<file path="src/common/vrc_pkg.sv">
package vrc_pkg;
  // Register word offsets (byte addresses, one aligned word each)
  localparam logic [3:0] TRIM_OFFSET = 4'h0;
  localparam logic [3:0] CTRL_OFFSET = 4'h4;
  localparam logic [3:0] IRQ_STATUS_OFFSET = 4'h8;
  localparam logic [3:0] IRQ_CLEAR_OFFSET = 4'hC;
  localparam logic [4:0] IRQ_ENABLE_OFFSET = 5'h10;
  // Control and status field positions
  localparam int ENABLE_BIT = 7;
  localparam int STABLE_BIT = 2;
  localparam int MODE_LSB = 0;
  // Mode encodings
  typedef enum logic [1:0] {
    VRC_MODE_BANDGAP = 2'b00,
    VRC_MODE_LOWPWR = 2'b01,
    VRC_MODE_TIGHT = 2'b10,
    VRC_MODE_RSVD = 2'b11
  } vrc_mode_t;
  // Reset values
  localparam logic [7:0] TRIM_RESET = 8'h80;
  localparam logic [1:0] MODE_RESET = 2'h0;
  // Stabilization time and its cycle count at 100 MHz
  localparam int CLK_MHZ = 100;
  localparam int STAB_TIME_US = 20;
  localparam int STAB_CYCLES = STAB_TIME_US * CLK_MHZ;
  // Interrupt status bit positions
  localparam int IRQ_STABLE_BIT = 0;
  localparam int IRQ_LOST_BIT = 1;
  localparam int IRQ_WIDTH = 2;
  // Analog control bundle
  typedef struct packed {
    logic bandgapOn;
    logic lowPowerBufOn;
    logic tightBufOn;
    logic [7:0] trimValue;
  } vrc_analog_t;
endpackage

</file>
<file path="src/vrc_stab_counter.sv">
`timescale 1ns/1ps
// Counts stabilization time while run is high; restarts on restart pulse
module vrc_stab_counter
  import vrc_pkg::*;
#(
  parameter int CYCLES = STAB_CYCLES
)
(
  input wire logic clk, // Bus clock
  input wire logic rst, // Async reset
  input wire logic run, // Count enable level
  input wire logic restart, // Restart pulse
  output logic done // Count reached
);
  localparam int CW = $clog2(CYCLES + 1);
  localparam logic [CW-1:0] LAST = CW'(CYCLES - 1);
  logic [CW-1:0] count_r;
  logic done_r;
  wire atEnd = (count_r == LAST);

  // Counter and done flag
  always_ff @(posedge clk or posedge rst)
  begin
    if (rst)
    begin
      count_r <= '0;
      done_r <= 1'b0;
    end
    else if (restart || !run)
    begin
      count_r <= '0;
      done_r <= 1'b0;
    end
    else if (!done_r)
    begin
      count_r <= atEnd ? count_r : count_r + CW'(1);
      done_r <= atEnd;
    end
  end
  assign done = done_r;
endmodule

</file>
<file path="src/vrc_top.sv">
`timescale 1ns/1ps
// Function
// Enable low turns everything off
// Mode 00: bandgap only, buffers off
// Mode 01: bandgap plus low-power buffer
// Mode 10: bandgap plus tight buffer, pin
// Trim applied in every enabled mode
// Stable flag low until startup done
// Mode change keeps stable flag set
// Mode 11 acts as disabled
// Counter restarts on enable rise
// Reset loads nominal trim value
// Enable at control bit 7
// Stable flag at control bit 2
// Mode field at control bits 1:0
module vrc_top
  import vrc_pkg::*;
#(
  parameter int STAB_COUNT = STAB_CYCLES
)
(
  input wire logic clk, // Bus clock
  input wire logic rst, // Async reset, active high
  input wire logic [4:0] address, // Avalon byte address
  input wire logic read, // Avalon read
  input wire logic write, // Avalon write
  input wire logic [31:0] writedata, // Avalon write data
  input wire logic [3:0] byteenable, // Avalon byte enables
  output logic [31:0] readdata, // Avalon read data
  output logic waitrequest, // Avalon wait
  output logic [1:0] response, // Avalon response
  output vrc_analog_t analogCtrl, // Bandgap and buffer controls
  output logic referenceOutputPinEn, // Tight buffer drives pin
  output logic irq // Level interrupt
);
  logic [7:0] trimValue_r;
  logic referenceEnable_r;
  logic [1:0] mode_r;
  logic stableFlag_r;
  logic [IRQ_WIDTH-1:0] irqStatus_r;
  logic [IRQ_WIDTH-1:0] irqEnable_r;
  logic enablePrev_r;
  logic ack_r;
  logic [31:0] readdata_r;
  logic [1:0] response_r;
  vrc_analog_t analog_r;
  logic counterDone;

  // Bus access decode; one wait cycle then ack
  wire access = (read || write) && !ack_r;
  wire wrStrobe = write && ack_r;
  wire lane0 = byteenable[0];
  wire hitTrim = (address == {1'b0, TRIM_OFFSET});
  wire hitCtrl = (address == {1'b0, CTRL_OFFSET});
  wire hitStat = (address == {1'b0, IRQ_STATUS_OFFSET});
  wire hitClr = (address == {1'b0, IRQ_CLEAR_OFFSET});
  wire hitIen = (address == IRQ_ENABLE_OFFSET);
  wire hitAny = hitTrim || hitCtrl || hitStat || hitClr || hitIen;

  // Mode decode
  wire modeActive = referenceEnable_r && (mode_r != VRC_MODE_RSVD);
  wire enableRise = modeActive && !enablePrev_r;
  wire stableRise = counterDone && !stableFlag_r && modeActive;
  wire stableLost = stableFlag_r && !modeActive;
  wire [IRQ_WIDTH-1:0] irqEvents = {stableLost, stableRise};
  wire [IRQ_WIDTH-1:0] irqClear =
    (wrStrobe && hitClr && lane0) ? writedata[IRQ_WIDTH-1:0] : '0;

  // Read mux
  wire [7:0] ctrlRead = {referenceEnable_r, 4'h0, stableFlag_r, mode_r};
  wire [31:0] rdMux =
    hitTrim ? {24'h0, trimValue_r} :
    hitCtrl ? {24'h0, ctrlRead} :
    hitStat ? {30'h0, irqStatus_r} :
    hitIen ? {30'h0, irqEnable_r} : 32'h0;

  // Stabilization counter runs while active
  vrc_stab_counter #(
    .CYCLES(STAB_COUNT)
  ) u_stab (
    .clk(clk),
    .rst(rst),
    .run(modeActive),
    .restart(enableRise),
    .done(counterDone)
  );

  // Bus handshake
  always_ff @(posedge clk or posedge rst)
  begin
    if (rst)
    begin
      ack_r <= 1'b0;
      readdata_r <= 32'h0;
      response_r <= 2'h0;
    end
    else
    begin
      ack_r <= access;
      readdata_r <= rdMux;
      response_r <= hitAny ? 2'h0 : 2'h2;
    end
  end

  // Trim register, nominal on reset
  // nominal trim load
  always_ff @(posedge clk or posedge rst)
  begin
    if (rst)
      trimValue_r <= TRIM_RESET;
    else if (wrStrobe && hitTrim && lane0)
      trimValue_r <= writedata[7:0];
  end

  // Control register fields
  // enable bit 7
  // mode bits 1:0
  always_ff @(posedge clk or posedge rst)
  begin
    if (rst)
    begin
      referenceEnable_r <= 1'b0;
      mode_r <= MODE_RESET;
    end
    else if (wrStrobe && hitCtrl && lane0)
    begin
      referenceEnable_r <= writedata[ENABLE_BIT];
      mode_r <= writedata[MODE_LSB +: 2];
    end
  end

  // Stable flag from counter; a change among modes 00, 01 and 10 does not clear it
  // stable after startup
  // mode change keeps flag
  // restart on enable rise
  // stable bit 2
  always_ff @(posedge clk or posedge rst)
  begin
    if (rst)
    begin
      stableFlag_r <= 1'b0;
      enablePrev_r <= 1'b0;
    end
    else
    begin
      enablePrev_r <= modeActive;
      stableFlag_r <= modeActive && (counterDone || stableFlag_r);
    end
  end

  // Analog controls
  // disabled all off
  // reserved mode off
  // bandgap only
  // low-power buffer
  // tight buffer to pin
  // trim applied
  always_ff @(posedge clk or posedge rst)
  begin
    if (rst)
      analog_r <= '{bandgapOn: 1'b0, lowPowerBufOn: 1'b0, tightBufOn: 1'b0,
                    trimValue: TRIM_RESET};
    else
    begin
      analog_r.bandgapOn <= modeActive;
      analog_r.lowPowerBufOn <= modeActive && (mode_r == VRC_MODE_LOWPWR);
      analog_r.tightBufOn <= modeActive && (mode_r == VRC_MODE_TIGHT);
      analog_r.trimValue <= trimValue_r;
    end
  end

  // Interrupt status, set wins over clear
  always_ff @(posedge clk or posedge rst)
  begin
    if (rst)
    begin
      irqStatus_r <= '0;
      irqEnable_r <= '0;
    end
    else
    begin
      irqStatus_r <= (irqStatus_r & ~irqClear) | irqEvents;
      if (wrStrobe && hitIen && lane0)
        irqEnable_r <= writedata[IRQ_WIDTH-1:0];
    end
  end

  assign waitrequest = !ack_r;
  assign readdata = readdata_r;
  assign response = response_r;
  assign analogCtrl = analog_r;
  assign referenceOutputPinEn = analog_r.tightBufOn;
  assign irq = |(irqStatus_r & irqEnable_r);

  // Cycles since the last enable rise, for the startup time check
  logic [31:0] sinceEnable_r;
  localparam logic [31:0] STAB_MIN = 32'(STAB_COUNT);
  always_ff @(posedge clk or posedge rst)
  begin
    if (rst)
      sinceEnable_r <= 32'h0;
    else if (!modeActive || enableRise)
      sinceEnable_r <= 32'h0;
    else if (sinceEnable_r != 32'hFFFFFFFF)
      sinceEnable_r <= sinceEnable_r + 32'h1;
  end

  // Assertions
  property p_off_when_disabled;
    @(posedge clk) disable iff (rst)
    !referenceEnable_r |=> !analogCtrl.bandgapOn && !analogCtrl.lowPowerBufOn
      && !analogCtrl.tightBufOn;
  endproperty
  a_off_when_disabled: assert property (p_off_when_disabled)
    else $error("outputs on while disabled");

  property p_bandgap_only;
    @(posedge clk) disable iff (rst)
    referenceEnable_r && mode_r == VRC_MODE_BANDGAP |=>
      analogCtrl.bandgapOn && !analogCtrl.lowPowerBufOn && !analogCtrl.tightBufOn;
  endproperty
  a_bandgap_only: assert property (p_bandgap_only)
    else $error("mode 00 wrong");

  property p_lowpwr;
    @(posedge clk) disable iff (rst)
    referenceEnable_r && mode_r == VRC_MODE_LOWPWR |=>
      analogCtrl.lowPowerBufOn && !analogCtrl.tightBufOn && !referenceOutputPinEn;
  endproperty
  a_lowpwr: assert property (p_lowpwr)
    else $error("mode 01 wrong");

  property p_tight;
    @(posedge clk) disable iff (rst)
    referenceEnable_r && mode_r == VRC_MODE_TIGHT |=>
      analogCtrl.tightBufOn && referenceOutputPinEn && !analogCtrl.lowPowerBufOn;
  endproperty
  a_tight: assert property (p_tight)
    else $error("mode 10 wrong");

  property p_trim;
    @(posedge clk) disable iff (rst)
    ##1 analogCtrl.trimValue == $past(trimValue_r);
  endproperty
  a_trim: assert property (p_trim)
    else $error("trim not applied");

  property p_stable_wait;
    @(posedge clk) disable iff (rst)
    enableRise |=> !stableFlag_r [*2];
  endproperty
  a_stable_wait: assert property (p_stable_wait)
    else $error("stable too early");

  property p_mode_keeps;
    @(posedge clk) disable iff (rst)
    stableFlag_r && modeActive && $changed(mode_r)
      |=> stableFlag_r;
  endproperty
  a_mode_keeps: assert property (p_mode_keeps)
    else $error("mode change cleared stable");

  property p_reserved;
    @(posedge clk) disable iff (rst)
    mode_r == VRC_MODE_RSVD |=> !analogCtrl.bandgapOn && !stableFlag_r;
  endproperty
  a_reserved: assert property (p_reserved)
    else $error("reserved mode not off");

  property p_clear_on_disable;
    @(posedge clk) disable iff (rst)
    $fell(referenceEnable_r) |=> !stableFlag_r [*2];
  endproperty
  a_clear_on_disable: assert property (p_clear_on_disable)
    else $error("stable not cleared");

  property p_ctrl_read;
    @(posedge clk) disable iff (rst)
    !waitrequest && read && hitCtrl |->
      readdata[STABLE_BIT] == $past(stableFlag_r) && readdata[6:3] == 4'h0;
  endproperty
  a_ctrl_read: assert property (p_ctrl_read)
    else $error("control read wrong");

  property p_stable_time;
    @(posedge clk) disable iff (rst)
    $rose(stableFlag_r) |-> sinceEnable_r >= STAB_MIN;
  endproperty
  a_stable_time: assert property (p_stable_time)
    else $error("stable before startup time");

  property p_restart;
    @(posedge clk) disable iff (rst)
    enableRise |=> !counterDone && !stableFlag_r;
  endproperty
  a_restart: assert property (p_restart)
    else $error("counter not restarted");

  property p_stable_irq;
    @(posedge clk) disable iff (rst)
    stableRise |=> irqStatus_r[IRQ_STABLE_BIT];
  endproperty
  a_stable_irq: assert property (p_stable_irq)
    else $error("stable event not recorded");

  property p_lost_irq;
    @(posedge clk) disable iff (rst)
    stableLost |=> irqStatus_r[IRQ_LOST_BIT];
  endproperty
  a_lost_irq: assert property (p_lost_irq)
    else $error("lost event not recorded");

  property p_one_buffer;
    @(posedge clk) disable iff (rst)
    analogCtrl.lowPowerBufOn || analogCtrl.tightBufOn |->
      analogCtrl.bandgapOn && !(analogCtrl.lowPowerBufOn && analogCtrl.tightBufOn);
  endproperty
  a_one_buffer: assert property (p_one_buffer)
    else $error("buffer state wrong");

  property p_wait_released;
    @(posedge clk) disable iff (rst)
    !waitrequest |=> waitrequest;
  endproperty
  a_wait_released: assert property (p_wait_released)
    else $error("waitrequest low too long");

  property p_ack_needs_req;
    @(posedge clk) disable iff (rst)
    !waitrequest |-> $past(read || write);
  endproperty
  a_ack_needs_req: assert property (p_ack_needs_req)
    else $error("answer without request");

  property p_unmapped;
    @(posedge clk) disable iff (rst)
    !waitrequest && !hitAny |-> response == 2'h2;
  endproperty
  a_unmapped: assert property (p_unmapped)
    else $error("unmapped access not refused");

  c_stable: cover property (@(posedge clk) disable iff (rst) $rose(stableFlag_r));
  c_tight: cover property (@(posedge clk) disable iff (rst) $rose(referenceOutputPinEn));
  c_irq: cover property (@(posedge clk) disable iff (rst) $rose(irq));
  c_lost: cover property (@(posedge clk) disable iff (rst) $rose(irqStatus_r[IRQ_LOST_BIT]));
  c_restart: cover property (@(posedge clk) disable iff (rst) enableRise);
endmodule
</file>
<file path="config.mk">
export PLATFORM = sky130hd
export DESIGN_NAME = vrc_top
export DESIGN_NICKNAME = d
export VERILOG_FILES = /design/src/common/vrc_pkg.sv /design/src/vrc_stab_counter.sv /design/src/vrc_top.sv
export SDC_FILE = /design/constraint.sdc
export NUM_CORES = 1
export LEC_CHECK = 0
export BUFFER_PORTS_ARGS = -buffer_cell sky130_fd_sc_hd__buf_2
export CAP_MARGIN = 20
export CELL_PAD_IN_SITES_DETAIL_PLACEMENT = 0
export CELL_PAD_IN_SITES_GLOBAL_PLACEMENT = 1
export CORE_MARGIN = 1.5
export CORE_UTILIZATION = 39
export DETAILED_ROUTE_END_ITERATION = 16
export GPL_TIMING_DRIVEN = 0
export MAX_ROUTING_LAYER = met4
export PLACE_DENSITY_LB_ADDON = 0.25
export SLEW_MARGIN = 5
export SYNTH_ARGS = -nofsm -noshare
export SYNTH_HDL_FRONTEND = slang
export SYNTH_SLANG_ARGS = --single-unit
</file>
<file path="constraint.sdc">
create_clock -name clk -period 4.6 [get_ports clk]
set_clock_uncertainty 0.2 [all_clocks]
set_input_delay 0.46 -clock clk [delete_from_list [all_inputs] [get_ports clk]]
set_output_delay 0.46 -clock clk [all_outputs]
set_load 0.01 [all_outputs]
</file>
Word level (Yosys, flattened, before mapping)

Cells that the tools add are included.

Add/subtract/negate cells: 1
Equal/unequal tests: 10
Mux-type cells: 11
Bitwise gates (word level): 4
Reduce and logical (&&, ||, !) cells: 32

Operators by type and width:

| cell                                                                   | count |
|---|---|
| 11-bit 2-to-1 mux                                                      | 3 |
| 1-bit logical AND                                                      | 18 |
| 8-bit 2-to-1 mux                                                       | 2 |
| 11-bit by 1-bit adder with 11-bit output (second input constant)       | 1 |
| 11-bit equality test (second input constant)                           | 1 |
| 5-bit by 4-bit equality test with 1-bit output (second input constant) | 2 |
| 2-bit 2-to-1 mux                                                       | 4 |
| 1-bit logical OR                                                       | 7 |
| 2-bit != test (second input constant)                                  | 3 |
| 5-bit by 3-bit equality test with 1-bit output (second input constant) | 1 |
| 5-bit equality test (second input constant)                            | 1 |
| 5-bit logical NOT                                                      | 1 |
| 2-bit AND                                                              | 2 |
| 1-bit logical NOT                                                      | 4 |
| 2-bit by 1-bit equality test with 1-bit output (second input constant) | 1 |
| 2-bit equality test (second input constant)                            | 1 |
| 1-bit 2-to-1 mux                                                       | 2 |
| 2-bit NOT                                                              | 1 |
| 2-bit bitwise OR                                                       | 1 |
| 2-bit AND reduction                                                    | 1 |
| 2-bit OR reduction                                                     | 1 |

Flip-flop bits (word level): 50
Output and inout bits: 48
Word-level logic and storage cells: 73

Longest topological paths before layout

Gate-level depths: netlist of run 1.

Word-level depth: 7
Mapped depth: 5

By module

Synthesis of run 1 repeated with hierarchy kept, for this count alone.

Cell total of the unflattened synthesis: 202
Area total of the unflattened synthesis: 2,333.5 µm²

By module, submodules not included:

| module           | instances | cells each | area each (µm²) | seq. area each (µm²) |
|---|---|---|---|---|
| vrc_top          | 1         | 129        | 1,619.1         | 928.4 |
| vrc_stab_counter | 1         | 73         | 714.4           | 300.3 |

Least setup slack after synthesis of run 1

Ideal clock, no wire load.

Path type: in2reg
Start: input address[4]
End: register mode_r[0]
Arrival time: 1.677 ns
Required time: 4.275 ns
Path slack: 2.598 ns
Cell stages on the path: 5
Path buffers: 1
Cells stage by stage: buf_6 -> or4_4 -> inv_2 -> and3_4 -> mux2_4

Cells in the longest elaborated chain, start to end: 3

RTL lines:

| what                                           | line           | source |
|---|---|---|
| start, declared                                | vrc_top.sv:24  | `input wire logic [4:0] address,` |
| 5-bit by 3-bit equality test with 1-bit output | vrc_top.sv:54  | `wire hitCtrl = (address == {1'b0, CTRL_OFFSET});` |
| 1-bit logical AND (2 in series)                | vrc_top.sv:125 | `else if (wrStrobe && hitCtrl && lane0)` |
| end signal, assigned                           | vrc_top.sv:128 | `mode_r <= writedata[MODE_LSB +: 2];` |
| end, declared                                  | vrc_top.sv:38  | `logic [1:0] mode_r;` |

Every way passes these cells.
A chain may end at the register's enable or synchronous reset.

Final worst setup path of run 1

Start: input address[4]
End: register trimValue_r[2]

Cells in the longest elaborated chain, start to end: 3

RTL lines:

| what                            | line           | source |
|---|---|---|
| 5-bit logical NOT               | vrc_top.sv:53  | `wire hitTrim = (address == {1'b0, TRIM_OFFSET});` |
| 1-bit logical AND (2 in series) | vrc_top.sv:111 | `else if (wrStrobe && hitTrim && lane0)` |
| end signal, assigned            | vrc_top.sv:112 | `trimValue_r <= writedata[7:0];` |
| end, declared                   | vrc_top.sv:36  | `logic [7:0] trimValue_r;` |

Every way passes these cells.

==> results.sh, run 1 <==
export IMPL_synth_top_area_share_pct=53.2
export IMPL_syn_area_per_cell_sq_um=11.8
export IMPL_drt_initial_drc_count=42
export IMPL_antenna_left=0
export IMPL_max_freq_ghz=0.512
export IMPL_ys_seq_area_share_pct=55.6
export IMPL_fin_ws_ps=2650
export IMPL_place_ws_ps=2310
export IMPL_arrival_ps=1950
export IMPL_layout_common_cells="47 x dfrtp_1, 39 x buf_2, 28 x buf_4"
export IMPL_cts_sinks=49
export IMPL_synth_seq_cells=49
export IMPL_setup_viol=0
export IMPL_tightest_slew_ps=713
export IMPL_area_delta_synth_final_pct=22.8
export IMPL_ys_types=43
export IMPL_p_leak_nw=1.44
export IMPL_clk_latency_ps=310
export IMPL_io_pins=93
export IMPL_syn_area_sq_um=2210
export IMPL_rows=27
export IMPL_core_sq_um=5470
export IMPL_slew_viol_final=0
export IMPL_cp_start_kind="input port"
export IMPL_ys_warn_count=0
export IMPL_drt_pass1_iter_count=2
export IMPL_maxCapViolations=0
export IMPL_routedWlPerCell_um=11.4
export IMPL_fin_nets=306
export IMPL_min_period_ps=1950
export IMPL_final_layout_size_suffix_gt1_share_pct=37.5
export IMPL_place_area_sq_um=2610
export IMPL_cts_resized=0
export IMPL_cp_required_ps=4590
export IMPL_drt_wl_total_mm=3.79
export IMPL_dr_total_vias=1481
export IMPL_cts_reportedPaths_clkPinSlew_ps=100
export IMPL_h_tree_depth=2
export IMPL_endpoint_kind="flip-flop"
export IMPL_die_area_sq_um=6130
export IMPL_antennaDiodeCount=0
export IMPL_cts_made_buffers=5
export IMPL_critical_path_max_fanout=9
export IMPL_worstSetupPathType="input port to flip-flop"
export IMPL_dp_hpwl_mm=2.76
export IMPL_cts_max_path_buffers=2
export IMPL_cts_tree="yes"
export IMPL_synth_top_cell_by_area="dfrtp_1"
export IMPL_root_buffer="clkbuf_8"
export IMPL_post_route_period_util_pct=42.4
export IMPL_powerDensity_nw_per_um2=303
export IMPL_synthTopCellsByArea="dfrtp_1 53%, buf_4 9.5%, mux2_2 5.1%"
export IMPL_grt_pass1_wl_mm=6.28
export IMPL_stdcell_area_sq_um=2710
export IMPL_status="completed"
export IMPL_holdBufCountCts=1
export IMPL_gp_congestion=0.772
export IMPL_portBuffers=39
export IMPL_mostFrequentLayoutCell="dfrtp_1"
export IMPL_via_per_inst=4.45
export IMPL_antenna_found_initial=0
export IMPL_grt_max_degree=36
export IMPL_drc=0
export IMPL_grt_setup_unrepaired="no"
export IMPL_postCtsSetupBuffers=0
export IMPL_final_util_pct=49.6
export IMPL_die_x_um=78.3
export IMPL_start_util_pct=40.4
export IMPL_die_h_um=78.3
export IMPL_vdd_ir_drop_max_mv=0.134
export IMPL_fin_setup_tns_ps=0
export IMPL_hold_class="input port to flip-flop"
export IMPL_grt_overflow=0
export IMPL_grt_pass1_vias=1311
export IMPL_max_slew_margin_pct=52.1
export IMPL_synthCells=188
export IMPL_hold_viol=0
export IMPL_grt_util_all_layers_pct=13.7
==> final cells by class <==
| class | count | area [sq um] |
|---|---|---|
| Fill cell | 523 | 2760 |
| Sequential cell | 49 | 1230 |
| Multi-Input combinational cell | 129 | 831 |
| Timing Repair Buffer | 41 | 225 |
| Buffer | 30 | 225 |
| Tap cell | 72 | 90.1 |
| Clock buffer | 5 | 68.8 |
| Clock inverter | 3 | 28.8 |
| Inverter | 4 | 15.0 |
==> metrics by stage <==
step | std cells | hold slack [ps] | total power, mW
after floorplan | 212 | 158 | 0.530
after global placement | 323 | 164 | 0.558
after detailed placement | 324 | 169 | 0.560
after CTS | 333 | 134 | 0.834
after global routing | 333 | 148 | 0.865
final | 333 | 145 | 0.821
==> power breakdown <==
part	internal (mW)	switching, mW	leakage [nW]
Combinational	0.0446	0.0449	0.728
Clock	0.114	0.155	0.0506
Sequential	0.450	0.0119	0.659
Total	0.609	0.212	1.44
==> metal layers <==
| metal | track usage (%) | part of all wire (%) | vias to the layer above | routed length, um |
|---|---|---|---|---|
| met1 | 17.8 | 47 | 687 | 1780 |
| met2 | 20.4 | 46 | 46 | 1740 |
| met3 | 3.60 | 5.4 | 6 | 206 |
| met4 | 5.36 | 1.8 | 0 | 67 |
| met5 | - | 0 | - | 0 |
| li1 | - | - | 742 | - |
==> sequential cells by signal, summed over array words and instances, names as in the netlist, 2 cells and up <==
signal	flops
irqStatus_r	2
readdata	8
irqEnable_r	2
trimValue_r	8
u_stab.count_r	11
analogCtrl	10
mode_r	2
==> path summary, 6_finish.rpt <==
path                                                from                             to  slack (ps)  depth (start not counted)
max in group asynchronous                            rst     trimValue_r[7]$_DFFE_PP1P_        3200                          4
min in group asynchronous                            rst        analogCtrl[9]$_DFF_PP0_         440                          3
hold reg to reg               trimValue_r[7]$_DFFE_PP1P_        analogCtrl[7]$_DFF_PP1_         180                          0
setup reg to reg           u_stab.count_r[0]$_DFFE_PP0P_  u_stab.count_r[1]$_DFFE_PP0P_        2760                          5
setup / recovery                              address[4]     trimValue_r[2]$_DFFE_PP0P_        2650                          4
hold / removal                                address[0]          readdata[1]$_DFF_PP0_         150                          2
==> cell usage after synthesis (all sizes together) <==
library cell and number:
dfrtp 47, buf 29, nor2 16, mux2 13, nand2 13, and3 8, mux2i 5, inv 4
o21ai 4, xnor2 4, a21oi 3, a31oi 3, nand4 3, nor3 3, xor2 3, and3b 2
and4 2, dfstp 2, nand3b 2, nand4b 2, nor2b 2, or3 2, a21boi 1, a221oi 1
a22o 1, a32o 1, and2 1, and4b 1, clkbuf 1, conb 1, ha 1, nand3 1
nor3b 1, nor4 1, o211ai 1, o21a 1, o2bb2ai 1, or4 1
==> critical path, stage by stage <==
cell     delay (ps)
buf_6           110
nor3_1          600
nand3_2         400
mux2_2          370
==> cell families after synthesis <==
logic type      synth area share, %
compound gates                 5.10
flops                          55.6
simple gates                   15.5
xor+xnor                       2.77
buf+inv                        10.9
mux                            9.40
other cells                   0.170
fa+ha+maj                     0.566
No activity file was read; power rests on OpenSTA's default activity.
==> run 2, diff against run 1 <==
--- a/config.mk
+++ b/config.mk
@@ -10,7 +10,7 @@
 export CELL_PAD_IN_SITES_DETAIL_PLACEMENT = 0
 export CELL_PAD_IN_SITES_GLOBAL_PLACEMENT = 1
 export CORE_MARGIN = 1.5
-export CORE_UTILIZATION = 39
+export CORE_UTILIZATION = 32
 export DETAILED_ROUTE_END_ITERATION = 16
 export GPL_TIMING_DRIVEN = 0
 export MAX_ROUTING_LAYER = met4
==> constraint.sdc (replaced) <==
create_clock -name clk -period 1.6 [get_ports clk]
set_clock_uncertainty 0.2 [all_clocks]
set_input_delay 0.16 -clock clk [delete_from_list [all_inputs] [get_ports clk]]
set_output_delay 0.16 -clock clk [all_outputs]
set_load 0.01 [all_outputs]
==> run 2 against run 1 <==
  * The flow now finishes with violations (setup timing)
  * Wire length rose by 14%
  * Via count increased by 7.3%
  * First-iteration DRC count increased by 130%
  * Final cell count grew 8.1%
  * Sequential share of layout area decreased by 4.1 points
  * Final area up 10%
  * Critical path type is now flip-flop to flip-flop
==> results.sh, run 2 (same netlist as run 1, synthesis figures left out) <==
export IMPL_dp_cells=332
export IMPL_antenna_left=0
export IMPL_status="finished, violations left"
export IMPL_setup_viol=3
export IMPL_rows=30
export IMPL_power_internal_mw=1.81
export IMPL_endpoint_kind="flip-flop"
export IMPL_cp_required_ps=1640
export IMPL_post_route_period_util_pct=103
export IMPL_core_sq_um=6720
export IMPL_drc=0
export IMPL_cp_start_kind="flip-flop"
export IMPL_final_cells=360
export IMPL_die_x_um=86.1
export IMPL_cts_tree="yes"
export IMPL_drt_wl_total_mm=4.32
export IMPL_p_sw_share_pct=25.3
export IMPL_power_mw=2.42
export IMPL_r2r_setup_slack_ps=-50
export IMPL_grt_pass1_vias=1527
export IMPL_routedWlPerCell_um=12.0
export IMPL_max_freq_ghz=0.606
export IMPL_drt_initial_drc_count=97
export IMPL_min_period_ps=1650
export IMPL_cts_made_buffers=5
export IMPL_grt_pass1_wl_mm=7.51
export IMPL_gp_congestion=0.742
export IMPL_portBuffers=39
export IMPL_hold_viol=0
export IMPL_via_per_inst=4.41
export IMPL_powerDensity_nw_per_um2=811
export IMPL_start_util_pct=32.9
export IMPL_regMostFlops="u_stab.count_r"
export IMPL_cts_max_path_buffers=2
export IMPL_grt_setup_unrepaired="yes"
export IMPL_slew_viol_final=0
export IMPL_clk_latency_ps=310
export IMPL_grt_overflow=0
export IMPL_dr_total_vias=1589
export IMPL_violations="setup timing"
export IMPL_cts_sinks=49
export IMPL_dp_hpwl_mm=2.91
export IMPL_layout_common_cells="46 x dfrtp_1, 39 x buf_2, 33 x buf_4"
export IMPL_antennaDiodeCount=0
export IMPL_area_delta_synth_final_pct=35.1
export IMPL_reg2reg_to="u_stab.count_r[6]$_DFFE_PP0P_"
export IMPL_final_layout_size_suffix_gt1_share_pct=41.4
export IMPL_power_frac_comb_pct=12.1
export IMPL_fin_ws_ps=-49.1
export IMPL_root_buffer="clkbuf_8"
export IMPL_mostFrequentLayoutCell="dfrtp_1"
export IMPL_grt_util_all_layers_pct=13.3
export IMPL_reg2reg_depth=5
export IMPL_drt_pass1_iter_count=4
export IMPL_grt_max_degree=41
export IMPL_io_pins=93
export IMPL_critical_path_max_fanout=5
export IMPL_fin_nets=325
export IMPL_power_share_clock_pct=32.9
export IMPL_hold_worst_slack_ps=30.4
export IMPL_die_h_um=86.1
export IMPL_cts_reportedPaths_clkPinSlew_ps=100
export IMPL_die_area_sq_um=7410
export IMPL_antenna_found_initial=0
export IMPL_worstSetupPathType="flip-flop to flip-flop"
export IMPL_switchingPower_mw=0.611
export IMPL_p_leak_nw=1.52
export IMPL_place_ws_ps=-337
export IMPL_fin_setup_tns_ps=-97.4
export IMPL_h_tree_depth=2
export IMPL_vdd_ir_drop_max_mv=0.301
export IMPL_largest_reg_flops=11
export IMPL_crit_end="u_stab.count_r[6]$_DFFE_PP0P_"
export IMPL_crit_path_start="u_stab.count_r[0]$_DFFE_PP0P_"
export IMPL_arrival_ps=1680
export IMPL_reg2reg_from="u_stab.count_r[0]$_DFFE_PP0P_"
export IMPL_hold_class="input port to flip-flop"
export IMPL_p_seq_share_pct=55.0
export IMPL_maxCapViolations=0
run 2: cell count changes in the layout (fill, tap and decap cells not counted), sizes merged:
cell and change:
dlygate4sd3 +14, clkbuf +1, buf +5, inv -1
run 2: repair_timing:
item | 4_1_cts | 5_1_grt
pin swaps | 3 | 7
hold buffers | 15 | 0
endpoints found under the setup margin | 12 | 20
hold endpoints to repair | 67 | 0
setup buffers | 4 | 1
gates resized for setup | 8 | 9
run 2: critical path, stage by stage, from the launching register on:
cell and delay [ps]:
dfrtp_1 370, ha_2 200, nand4b_1 200, buf_4 200, or3_1 300, a21oi_1 120
run 2: metrics by stage:
stage                     utilization, %  instance area [sq um]
after global placement              38.7                   2600
after floorplan                        -                   2310
final                               44.4                   2980
after global routing                44.4                   2980
after detailed placement            39.0                   2620
after CTS                           43.7                   2930
run 2: power groups by stage:
stage	sequential, mW	clock, mW	combinational (mW)
after detailed placement	1.35	0	0.261
final	1.33	0.797	0.292
after CTS	1.33	0.828	0.291
after global routing	1.34	0.882	0.324
after global placement	1.35	0	0.253
after floorplan	1.36	0	0.167
run 2: metal layers:
metal / routed length [um] / global-route usage (%)
met5: 0 / -
met4: 66 / 4.69
met3: 216 / 3.37
met2: 2050 / 20.0
met1: 1980 / 17.4
run 2: worst min path at each step:
stage / startpoint / to / slack [ps] / cells after the start
after floorplan: address[0] / readdata[1]$_DFF_PP0_ / 30 / 1
after global placement: trimValue_r[7]$_DFFE_PP1P_ / analogCtrl[7]$_DFF_PP1_ / 170 / 0
after detailed placement: rst / analogCtrl[10]$_DFF_PP0_ / -100 / 2
after CTS: address[2] / readdata[0]$_DFF_PP0_ / 30 / 3
after global routing: address[2] / readdata[0]$_DFF_PP0_ / 40 / 3
final: address[2] / readdata[0]$_DFF_PP0_ / 30 / 3
run 2: layout make-up:
type,count,area [sq um]
buffer,30,226
clock buffer,6,82.6
clock inverter,2,17.5
fill,618,3730
inverter,4,15.0
multi-input combinational,129,910
sequential,49,1230
tap,80,100
timing repair buffer,60,403
